## src/adc_ctrl_regs.svh

```systemverilog
// register offsets, field positions, reset values and timing counts of the converter control block
// assumes inclusion from the design modules by bare name
`ifndef ADC_CTRL_REGS_SVH
`define ADC_CTRL_REGS_SVH

`define CSR_OFFSET        8'h45
`define RESH_OFFSET       8'h46
`define RESL_OFFSET       8'h47
`define IRQ_STATUS_OFFSET 8'h48
`define IRQ_CLEAR_OFFSET  8'h49
`define IRQ_ENABLE_OFFSET 8'h4a

`define CSR_DONE_BIT      7
`define CSR_FAST_BIT      6
`define CSR_ON_BIT        5
`define CSR_SLOW_BIT      4
`define CSR_CH_MSB        3
`define CSR_CH_LSB        0

`define CSR_RESET         8'h00
`define RESH_RESET        8'h00
`define RESL_RESET        8'h00

`define IRQ_DONE_BIT      0
`define IRQ_LOST_BIT      1

`define DIV_HALF          2'd1
`define DIV_QUARTER       2'd3
`define DIV_NONE          2'd0

`endif

```

## src/adc_ctrl_pkg.sv

```systemverilog
// types shared by the converter control block and its helpers
// assumes nothing beyond a SystemVerilog compiler
package adc_ctrl_pkg;

  typedef struct packed {
    logic [7:0] addr;
    logic [7:0] wdata;
    logic       wr;
    logic       rd;
  } reg_req_t;

  typedef struct packed {
    logic       conv_clk_en;
    logic       start;
    logic       abort;
    logic [3:0] channel_select;
  } core_cmd_t;

  typedef struct packed {
    logic       done;
    logic [9:0] result;
  } core_rsp_t;

  typedef enum logic [1:0] {
    ST_OFF,
    ST_START,
    ST_BUSY
  } conv_state_t;

endpackage

```

## src/adc_clk_div.sv

```systemverilog
// converter clock enable generator
// assumes one clock domain; the enable is a one-cycle pulse, except undivided (fast only), where it stays high while run
`timescale 1ns/10ps
`default_nettype none
`include "adc_ctrl_regs.svh"
module adc_clk_div
  import adc_ctrl_pkg::*;
(
  // clock and reset
  input  wire logic       clk_sys,
  input  wire logic       sys_rst,
  // control
  input  wire logic       run,
  input  wire logic       fast_sel,
  input  wire logic       slow_sel,
  // enable out
  output logic            conv_clk_en
);

  logic [1:0] cnt_r;
  logic [1:0] limit;

  // ---------------------------------------------------------------
  // divider selection
  // ---------------------------------------------------------------
  assign limit = (fast_sel && !slow_sel) ? `DIV_NONE :
                 (slow_sel && !fast_sel) ? `DIV_QUARTER : `DIV_HALF;

  always_ff @(posedge clk_sys)
  begin
    if (sys_rst || !run || cnt_r >= limit)
      cnt_r <= 2'd0;
    else
      cnt_r <= cnt_r + 2'd1;
  end

  assign conv_clk_en = run && (cnt_r >= limit);

endmodule
`default_nettype wire

```

## src/adc_ctrl.sv

```systemverilog
// converter control and register front end
// assumes a single 250 MHz clock, a synchronous active high reset,
// a strobe register port and a converter core on the same clock
`timescale 1ns/10ps
`default_nettype none
`include "adc_ctrl_regs.svh"
// Function
// - set done flag, bit 7 of control register, when a conversion completes
// - reading high result or writing control register clears done flag
// - control register is read/write except done flag, which writes ignore
// - converter clock: 00 half, fast only undivided, slow only quarter, both half
// - on bit enables and starts conversion; clearing it stops conversion
// - four-bit channel select picks analog input 0 to 15 in binary
// - high result register returns result bits 9 down to 2
// - low result register returns bits 1:0, upper bits read zero
// - all three registers reset to zero
// - control at 45h, high result at 46h, low result at 47h
// - while on, conversions repeat continuously on the selected channel
// - channel change aborts conversion, clears done, restarts on new channel
// - low result read locks results until high read or converter off
module adc_ctrl
  import adc_ctrl_pkg::*;
(
  // clock and reset
  input  wire logic                   clk_sys,
  input  wire logic                   sys_rst,
  // register port
  input  wire adc_ctrl_pkg::reg_req_t reg_req,
  output logic [7:0]                  reg_rdata,
  // converter core
  output adc_ctrl_pkg::core_cmd_t     core_cmd,
  output logic                        converter_on,
  input  wire adc_ctrl_pkg::core_rsp_t core_rsp,
  // interrupt
  output logic                        irq
);

  import adc_ctrl_pkg::*;

  // ---------------------------------------------------------------
  // declarations
  // ---------------------------------------------------------------
  logic [7:0]  csr_r;
  logic [7:0]  csr_nxt;
  logic        done_r;
  logic        done_nxt;
  logic [7:0]  rdata_r;
  logic [1:0]  irq_stat_r;
  logic [1:0]  irq_stat_nxt;
  logic [1:0]  irq_en_r;
  conv_state_t state_r;
  conv_state_t state_nxt;

  logic        wr_csr;
  logic        wr_irq_clr;
  logic        wr_irq_en;
  logic        rd_high;
  logic        rd_low;
  logic        ch_change;
  logic        on_bit;
  logic        turn_off;
  logic        conv_clk_en;
  logic        locked;
  logic        stored;
  logic        completed;
  logic [7:0]  result_high;
  logic [7:0]  result_low;
  logic [7:0]  rd_mux;
  logic [1:0]  events;

  function automatic logic hit(input logic [7:0] a, input logic [7:0] off);
    hit = (a == off);
  endfunction

  // ---------------------------------------------------------------
  // address decode
  // ---------------------------------------------------------------
  assign wr_csr     = reg_req.wr && hit(reg_req.addr, `CSR_OFFSET);
  assign wr_irq_clr = reg_req.wr && hit(reg_req.addr, `IRQ_CLEAR_OFFSET);
  assign wr_irq_en  = reg_req.wr && hit(reg_req.addr, `IRQ_ENABLE_OFFSET);
  assign rd_high    = reg_req.rd && hit(reg_req.addr, `RESH_OFFSET);
  assign rd_low     = reg_req.rd && hit(reg_req.addr, `RESL_OFFSET);

  assign on_bit    = csr_r[`CSR_ON_BIT];
  assign ch_change = wr_csr && on_bit && reg_req.wdata[`CSR_ON_BIT] &&
                     (reg_req.wdata[`CSR_CH_MSB:`CSR_CH_LSB] != csr_r[`CSR_CH_MSB:`CSR_CH_LSB]);
  assign turn_off  = wr_csr && !reg_req.wdata[`CSR_ON_BIT];

  // ---------------------------------------------------------------
  // control register
  // ---------------------------------------------------------------
  assign csr_nxt = wr_csr ? {1'b0, reg_req.wdata[6:0]} : csr_r;

  always_ff @(posedge clk_sys)
  begin
    if (sys_rst)
      csr_r <= `CSR_RESET;
    else
      csr_r <= csr_nxt;
  end

  // ---------------------------------------------------------------
  // done flag
  // ---------------------------------------------------------------
  assign completed = (state_r == ST_BUSY) && core_rsp.done && !ch_change && on_bit;
  assign done_nxt  = completed ? 1'b1 :
                     (rd_high || wr_csr) ? 1'b0 : done_r;

  always_ff @(posedge clk_sys)
  begin
    if (sys_rst)
      done_r <= 1'b0;
    else
      done_r <= done_nxt;
  end

  // ---------------------------------------------------------------
  // conversion sequencer
  // ---------------------------------------------------------------
  always_comb
  begin
    state_nxt = state_r;
    case (state_r)
      ST_OFF:
        if (on_bit)
          state_nxt = ST_START;
      ST_START:
        if (!on_bit)
          state_nxt = ST_OFF;
        else if (conv_clk_en)
          state_nxt = ST_BUSY;
      ST_BUSY:
        if (!on_bit)
          state_nxt = ST_OFF;
        else if (ch_change || core_rsp.done)
          state_nxt = ST_START;
      default:
        state_nxt = ST_OFF;
    endcase
  end

  always_ff @(posedge clk_sys)
  begin
    if (sys_rst)
      state_r <= ST_OFF;
    else
      state_r <= state_nxt;
  end

  adc_clk_div u_div (
    .clk_sys     (clk_sys),
    .sys_rst     (sys_rst),
    .run         (on_bit),
    .fast_sel    (csr_r[`CSR_FAST_BIT]),
    .slow_sel    (csr_r[`CSR_SLOW_BIT]),
    .conv_clk_en (conv_clk_en)
  );

  assign core_cmd.conv_clk_en    = conv_clk_en;
  assign core_cmd.start          = (state_r == ST_START) && on_bit && conv_clk_en;
  assign core_cmd.abort          = (state_r == ST_BUSY) && (ch_change || !on_bit);
  assign core_cmd.channel_select = csr_r[`CSR_CH_MSB:`CSR_CH_LSB];
  assign converter_on            = on_bit;

  // ---------------------------------------------------------------
  // result registers
  // ---------------------------------------------------------------
  adc_result_hold u_hold (
    .clk_sys     (clk_sys),
    .sys_rst     (sys_rst),
    .capture     (completed),
    .low_read    (rd_low),
    .high_read   (rd_high),
    .conv_off    (turn_off || !on_bit),
    .result      (core_rsp.result),
    .locked      (locked),
    .result_high (result_high),
    .result_low  (result_low),
    .stored      (stored)
  );

  // ---------------------------------------------------------------
  // interrupt status
  // ---------------------------------------------------------------
  assign events       = {completed && !stored, completed};
  assign irq_stat_nxt = events | (irq_stat_r & ~(wr_irq_clr ? reg_req.wdata[1:0] : 2'b00));

  always_ff @(posedge clk_sys)
  begin
    if (sys_rst)
    begin
      irq_stat_r <= 2'b00;
      irq_en_r   <= 2'b00;
    end
    else
    begin
      irq_stat_r <= irq_stat_nxt;
      irq_en_r   <= wr_irq_en ? reg_req.wdata[1:0] : irq_en_r;
    end
  end

  assign irq = |(irq_stat_r & irq_en_r);

  // ---------------------------------------------------------------
  // read data
  // ---------------------------------------------------------------
  assign rd_mux = hit(reg_req.addr, `CSR_OFFSET)        ? {done_r, csr_r[6:0]} :
                  hit(reg_req.addr, `RESH_OFFSET)       ? result_high :
                  hit(reg_req.addr, `RESL_OFFSET)       ? result_low :
                  hit(reg_req.addr, `IRQ_STATUS_OFFSET) ? {6'h00, irq_stat_r} :
                  hit(reg_req.addr, `IRQ_ENABLE_OFFSET) ? {6'h00, irq_en_r} :
                  8'h00;

  always_ff @(posedge clk_sys)
  begin
    if (sys_rst)
      rdata_r <= 8'h00;
    else if (reg_req.rd)
      rdata_r <= rd_mux;
    else
      rdata_r <= 8'h00;
  end

  assign reg_rdata = rdata_r;

endmodule
`default_nettype wire

```

## src/adc_result_hold.sv

```systemverilog
// result holding registers with read lock
// assumes the capture strobe and read strobes come from the same clock
`timescale 1ns/10ps
`default_nettype none
`include "adc_ctrl_regs.svh"
module adc_result_hold
  import adc_ctrl_pkg::*;
(
  // clock and reset
  input  wire logic       clk_sys,
  input  wire logic       sys_rst,
  // control
  input  wire logic       capture,
  input  wire logic       low_read,
  input  wire logic       high_read,
  input  wire logic       conv_off,
  input  wire logic [9:0] result,
  // status
  output logic            locked,
  output logic [7:0]      result_high,
  output logic [7:0]      result_low,
  output logic            stored
);

  localparam logic [7:0] RESL_INIT = `RESL_RESET;

  logic lock_r;
  logic [9:0] data_r;

  // ---------------------------------------------------------------
  // lock and data
  // ---------------------------------------------------------------
  always_ff @(posedge clk_sys)
  begin
    if (sys_rst)
      lock_r <= 1'b0;
    else if (high_read || conv_off)
      lock_r <= 1'b0;
    else if (low_read)
      lock_r <= 1'b1;
  end

  always_ff @(posedge clk_sys)
  begin
    if (sys_rst)
      data_r <= {`RESH_RESET, RESL_INIT[1:0]};
    else if (capture && !lock_r)
      data_r <= result;
  end

  assign stored      = capture && !lock_r;
  assign locked      = lock_r;
  assign result_high = data_r[9:2];
  assign result_low  = {6'h00, data_r[1:0]};

endmodule
`default_nettype wire

```

## config.mk

```make
export PLATFORM = sky130hd
export DESIGN_NAME = adc_ctrl
export DESIGN_NICKNAME = d
export VERILOG_FILES = /design/src/adc_ctrl_pkg.sv /design/src/adc_clk_div.sv /design/src/adc_ctrl.sv /design/src/adc_result_hold.sv
export VERILOG_INCLUDE_DIRS = /design/src
export SDC_FILE = /design/constraint.sdc
export NUM_CORES = 1
export LEC_CHECK = 0
export BUFFER_PORTS_ARGS = -buffer_cell sky130_fd_sc_hd__buf_2
export CORE_ASPECT_RATIO = 1.1
export CORE_MARGIN = 1
export CORE_UTILIZATION = 45
export CTS_CLUSTER_DIAMETER = 30
export CTS_CLUSTER_SIZE = 28
export DETAILED_ROUTE_END_ITERATION = 6
export PLACE_DENSITY = 0.74
export SYNTH_ARGS = -nofsm -noshare
export SYNTH_HDL_FRONTEND = slang
export SYNTH_SLANG_ARGS = --single-unit
```

## constraint.sdc

```tcl
create_clock -name clk_sys -period 1.5 [get_ports clk_sys]
set_clock_uncertainty 0.15 [all_clocks]
set_input_delay 0.075 -clock clk_sys [delete_from_list [all_inputs] [get_ports clk_sys]]
set_output_delay 0.075 -clock clk_sys [all_outputs]
set_load 0.005 [all_outputs]
```

## After elaboration in Yosys (flattened, before gate mapping)

Index checks and enable logic that the tools add are counted.

- Flip-flop bits (word level): 35
- Bits of input ports: 31
- Output and inout bits: 17
- Word-level logic and storage cells: 84

- Add/sub/neg operators: 1
- Magnitude comparators: 1
- Eq/ne operators: 12
- Multiplexer cells: 16
- Bitwise operators: 5
- Reduce and logical (&&, ||, !) cells: 40

Operators with widths:

| operator | count |
|---|---|
| $eq 8x7->1 const B | 6 |
| $mux 2 | 11 |
| $logic_and 1x1->1 | 20 |
| $mux 8 | 2 |
| $logic_not 1->1 | 7 |
| $logic_or 1x1->1 | 7 |
| $pmux 2 s3 | 1 |
| $reduce_or 2->1 | 3 |
| $and 2x2->2 | 2 |
| $ne 4x4->1 | 1 |
| $ne 3x2->1 const B | 1 |
| $ne 3x3->1 const B | 1 |
| $reduce_and 3->1 | 1 |
| $add 2x1->2 const B | 1 |
| $eq 2x1->1 const B | 1 |
| $eq 2x2->1 const B | 1 |
| $ge 2x2->1 | 1 |
| $logic_not 2->1 | 1 |
| $mux 1 | 2 |
| $ne 2x2->1 const B | 1 |
| $not 2->2 | 1 |
| $or 2x2->2 | 1 |
| $reduce_bool 2->1 | 1 |
| $not 1->1 | 1 |

## Logic depth before layout (Yosys ltp)

- Depth after elaboration: 12
- Mapped depth: 7
- Gate-level depth less buffers: 7

## Hierarchy

Synthesis repeated with hierarchy kept, for this count alone.

- Cell total of the unflattened synthesis: 210
- Area, all modules: 1960.6 um2

Modules (own cells, without submodules):

| module | instances | cells each | area each (um2) | sequential area each (um2) |
|---|---|---|---|---|
| adc_ctrl | 1 | 139 | 1238.7 | 440.4 |
| adc_result_hold | 1 | 56 | 586.8 | 220.2 |
| adc_clk_div | 1 | 15 | 135.1 | 40.0 |

## Worst setup path after synthesis

Ideal clock, no wire load.

- Path kind: input to register
- From: in reg_req[15] in the netlist's numbering
- To: reg u_hold.data_r[0]
- Library setup time: 128 ps
- Arrival time: 1337 ps
- Data required time: 1222 ps
- Setup slack: -115 ps
- Cell stages on the path: 6
- Path buffers: 1
- Cell sequence: or4b_4 -> nor3_2 -> a21o_1 -> buf_6 -> mux2i_1 -> nor2_1

- Cells in the longest elaborated chain, start to end: 9

RTL lines:

| element | line | RTL |
|---|---|---|
| start, declared | adc_ctrl.sv:28 | `input wire adc_ctrl_pkg::reg_req_t reg_req,` |
| $eq 8x7->1 | adc_ctrl.sv:72 | `hit = (a == off);` |
| $logic_and 1x1->1 | adc_ctrl.sv:78 | `` assign wr_csr = reg_req.wr && hit(reg_req.addr, `CSR_OFFSET); `` |
| $logic_and 1x1->1 (3 in a row) | adc_ctrl.sv:85 | `` assign ch_change = wr_csr && on_bit && reg_req.wdata[`CSR_ON_BIT] && `` |
| $logic_not 1->1 | adc_ctrl.sv:105 | `assign completed = (state_r == ST_BUSY) && core_rsp.done && !ch_change && on_bit;` |
| $logic_and 1x1->1 (2 in a row) | adc_ctrl.sv:105 |  |
| $logic_and 1x1->1 | adc_result_hold.sv:47 | `else if (capture && !lock_r)` |
| end signal, assigned | adc_result_hold.sv:46 | `` data_r <= {`RESH_RESET, RESL_INIT[1:0]}; `` |
| end signal, assigned | adc_result_hold.sv:48 | `data_r <= result;` |
| end, declared | adc_result_hold.sv:28 | `logic [9:0] data_r;` |

Every way passes these cells.
A chain may end at the register's enable or synchronous reset.

==> out/results.ini <==
[outcome]
status = finished, violations left
violations = setup timing

[global_routing]
grt_pass1_vias = 1578
grt_first_pass_wirelength_microns = 6940
grt_start_max_net_pins = 25
grt_util_all_layers = 0.248
antenna_found_initial = 0
overflow = 0

[cells_and_area]
fin_nets = 298
syn_to_final_growth_pct = 50.1
num_antenna_cells = 0
multiInputGateArea_sq_um = 906
finalInstanceArea_sq_um = 2370
final_util = 0.711
drive_gt1_frac = 0.370
seqCellArea_sq_um = 706
fillCellCount = 274

[placed_design]
numPortBuffers = 46
dp.final_hpwl_microns = 2900
gp_congestion = 0.887
dpl_cell_area_sq_um = 2010
dp_slack_ns = -0.256

[setup_path]
worst_setup_path_start_kind = flop
crit_type = reg -> out
crit_buf_inv = 2
worstPathMaxFanout = 2
end_kind = output port
worst-endpoint-required_ns = 1.27
cp_top_family = simple AND/OR/NAND/NOR gates
path_common_cell = nand2b_4
slowest_stage = dfxtp_2
worstPathCellList = nand2b_4 -> ha_4 -> nand2b_4 -> a21oi_4 -> nor2b_1 -> nand3b_1 -> inv_1 -> buf_2
worstPathArrival_ns = 1.64
reg2reg_setup_slack_ns = -0.09
slowest_delay_ns = 0.33

[cts]
cts.htree.levels = 2
max-clock-path-buffers = 2
cts_tree = built
cts-root-buf = clkbuf_4
cts_buffers = 5
cts_sinks = 35
clk_latency_ns = 0.34
clk_pin_slew_ns = 0.11

[synth]
synth_common_cells = dfxtp_1 (35), nor2_1 (28), mux2i_1 (16)
synthAdderAreaFrac = 0.0158
yosys.area_share.simple = 0.231
yosysTopAreaCell = dfxtp_1
synth_top_family_by_area = simple AND/OR/NAND/NOR gates
synth.top_cells.by_area = dfxtp_1 (44%), mux2i_1 (10%), nor2_1 (6.7%), a21oi_1 (3.5%), a22oi_1 (3.3%)
synthMuxAreaShare = 0.109
yosysMostFrequentCell = dfxtp_1
synth_edf_count = 0
synth_top_flop_cell = dfxtp_1
async_flop_share = 0
ys_seq_area_frac = 0.444
synth.distinct_cells = 35
syn_nets = 209
synth-compound-area-share = 0.132
syn_area_sq_um = 1580
syn_inst = 176
synth-seq-cells = 35
synth_top_area_share = 0.444
yosysWarnings = 0
syn_area_per_cell_sq_um = 8.97
synth_xor_area_frac = 0.0277

[power_and_ir_drop]
leakage_nw = 1.08
fin_total_pwr_mw = 1.62
p_per_area_nw_per_um2 = 684
vdd_drop_max_mv = 0.430

[sta]
drv_slew = 0
fmax_ghz = 0.536
setup_viol = 15
finalSetupTns_ns = -1.08
period_minus_slack_ns = 1.86
setup_slack_ns = -0.364
slew_headroom = 0.732
finalCritPeriodShare = 1.24
rsz0062_at_grt = yes
hold_viol = 0
worst_slew_pin_slew_ns = 0.397

[routing]
drtIter0Drc = 44
vias = 1595
totalWireLength_microns = 4170
ant_nets = 0
drt-vias-per-instance = 5.10
routedWlPerCell_microns = 13.3
drcViolationCount = 0
drt_pass1_iterations = 4

[die]
num_rows = 22
die-area_sq_um = 3750
start_util = 0.474
die_h_microns = 64.1
ios = 48
chipWidth_microns = 58.5
coreArea_sq_um = 3330

[run]
cap_violations = 0

[worst_hold_path]
hp-class = in -> reg

-- sequential cells by signal, summed over array words and instances, names as in the netlist --
register and flops:
state_r 2, u_div.cnt_r 2, reg_rdata 8, done_r 1
irq_en_r 2, irq_stat_r 2, u_hold.locked 1, u_hold.data_r 10
csr_r 7
-- report_power, final --
part	total [mW]	internal (mW)	switching [mW]
Clock	0.526	0.217	0.309
Combinational	0.166	0.0920	0.0737
Sequential	0.929	0.929	0.000313
Total	1.62	1.24	0.383
-- area by class of cell --
type / instances / area share
clock buffer: 6 / 0.0216
timing repair buffer: 89 / 0.260
clock inverter: 1 / 0.00211
tap: 48 / 0.0253
multi-input combinational: 127 / 0.382
inverter: 7 / 0.0111
sequential: 35 / 0.298
-- logic make-up after synthesis --
family | Yosys count
compound gates | 33
xor+xnor | 5
fa+ha+maj | 2
buf+inv | 14
flops | 35
mux | 17
simple gates | 70
-- per-stage QoR --
| stage | std cells | hold WS [ns] |
|---|---|---|
| floorplan | 176 | 0.0186 |
| global placement | 284 | 0.164 |
| detailed placement | 284 | 0.168 |
| CTS | 314 | 0.00474 |
| global route | 313 | 0.0239 |
| finish | 313 | 0.0116 |
-- routing by layer --
layer | track usage | wire length [microns]
met4 | 0.134 | 114
met5 | 0 | 0
met1 | 0.283 | 1740
met2 | 0.420 | 2140
met3 | 0.0587 | 171
-- path summary, 6_finish.rpt --
check	from	cells past startpoint	to
hold / removal	reg_req[0]	4	done_r
setup / recovery	csr_r[4]	8	core_cmd[5]
setup reg to reg	csr_r[4]	8	state_r[1]
hold reg to reg	u_hold.data_r[3]	2	u_hold.data_r[3]
-- worst register-to-register path, stage by stage (launching register included) --
cell,delay [ns]
dfxtp_2,0.33
nand2b_4,0.14
ha_4,0.25
nand2b_4,0.12
a21oi_4,0.05
nor2b_1,0.13
nand3b_1,0.12
buf_4,0.15
a21oi_2,0.09
-- cell usage in the layout (no fill, tap or decap), types with 7 or more instances in the layout --
cell / instances
dfxtp_1: 31
buf_4: 22
dlygate4sd3_1: 20
inv_1: 7
a22oi_1: 7
nor2_1: 28
mux2i_1: 16
buf_2: 46
nand2_1: 11
a21oi_1: 7
-- timing repair --
item,in CTS,in global routing
gates resized for setup,13,4
pin swaps,9,4
gates cloned,0,0
endpoints found under the setup margin,17,18
hold endpoints to repair,27,0
setup buffers,4,0
hold buffers,20,0
Note: power is estimated with default switching activity, not from simulation.
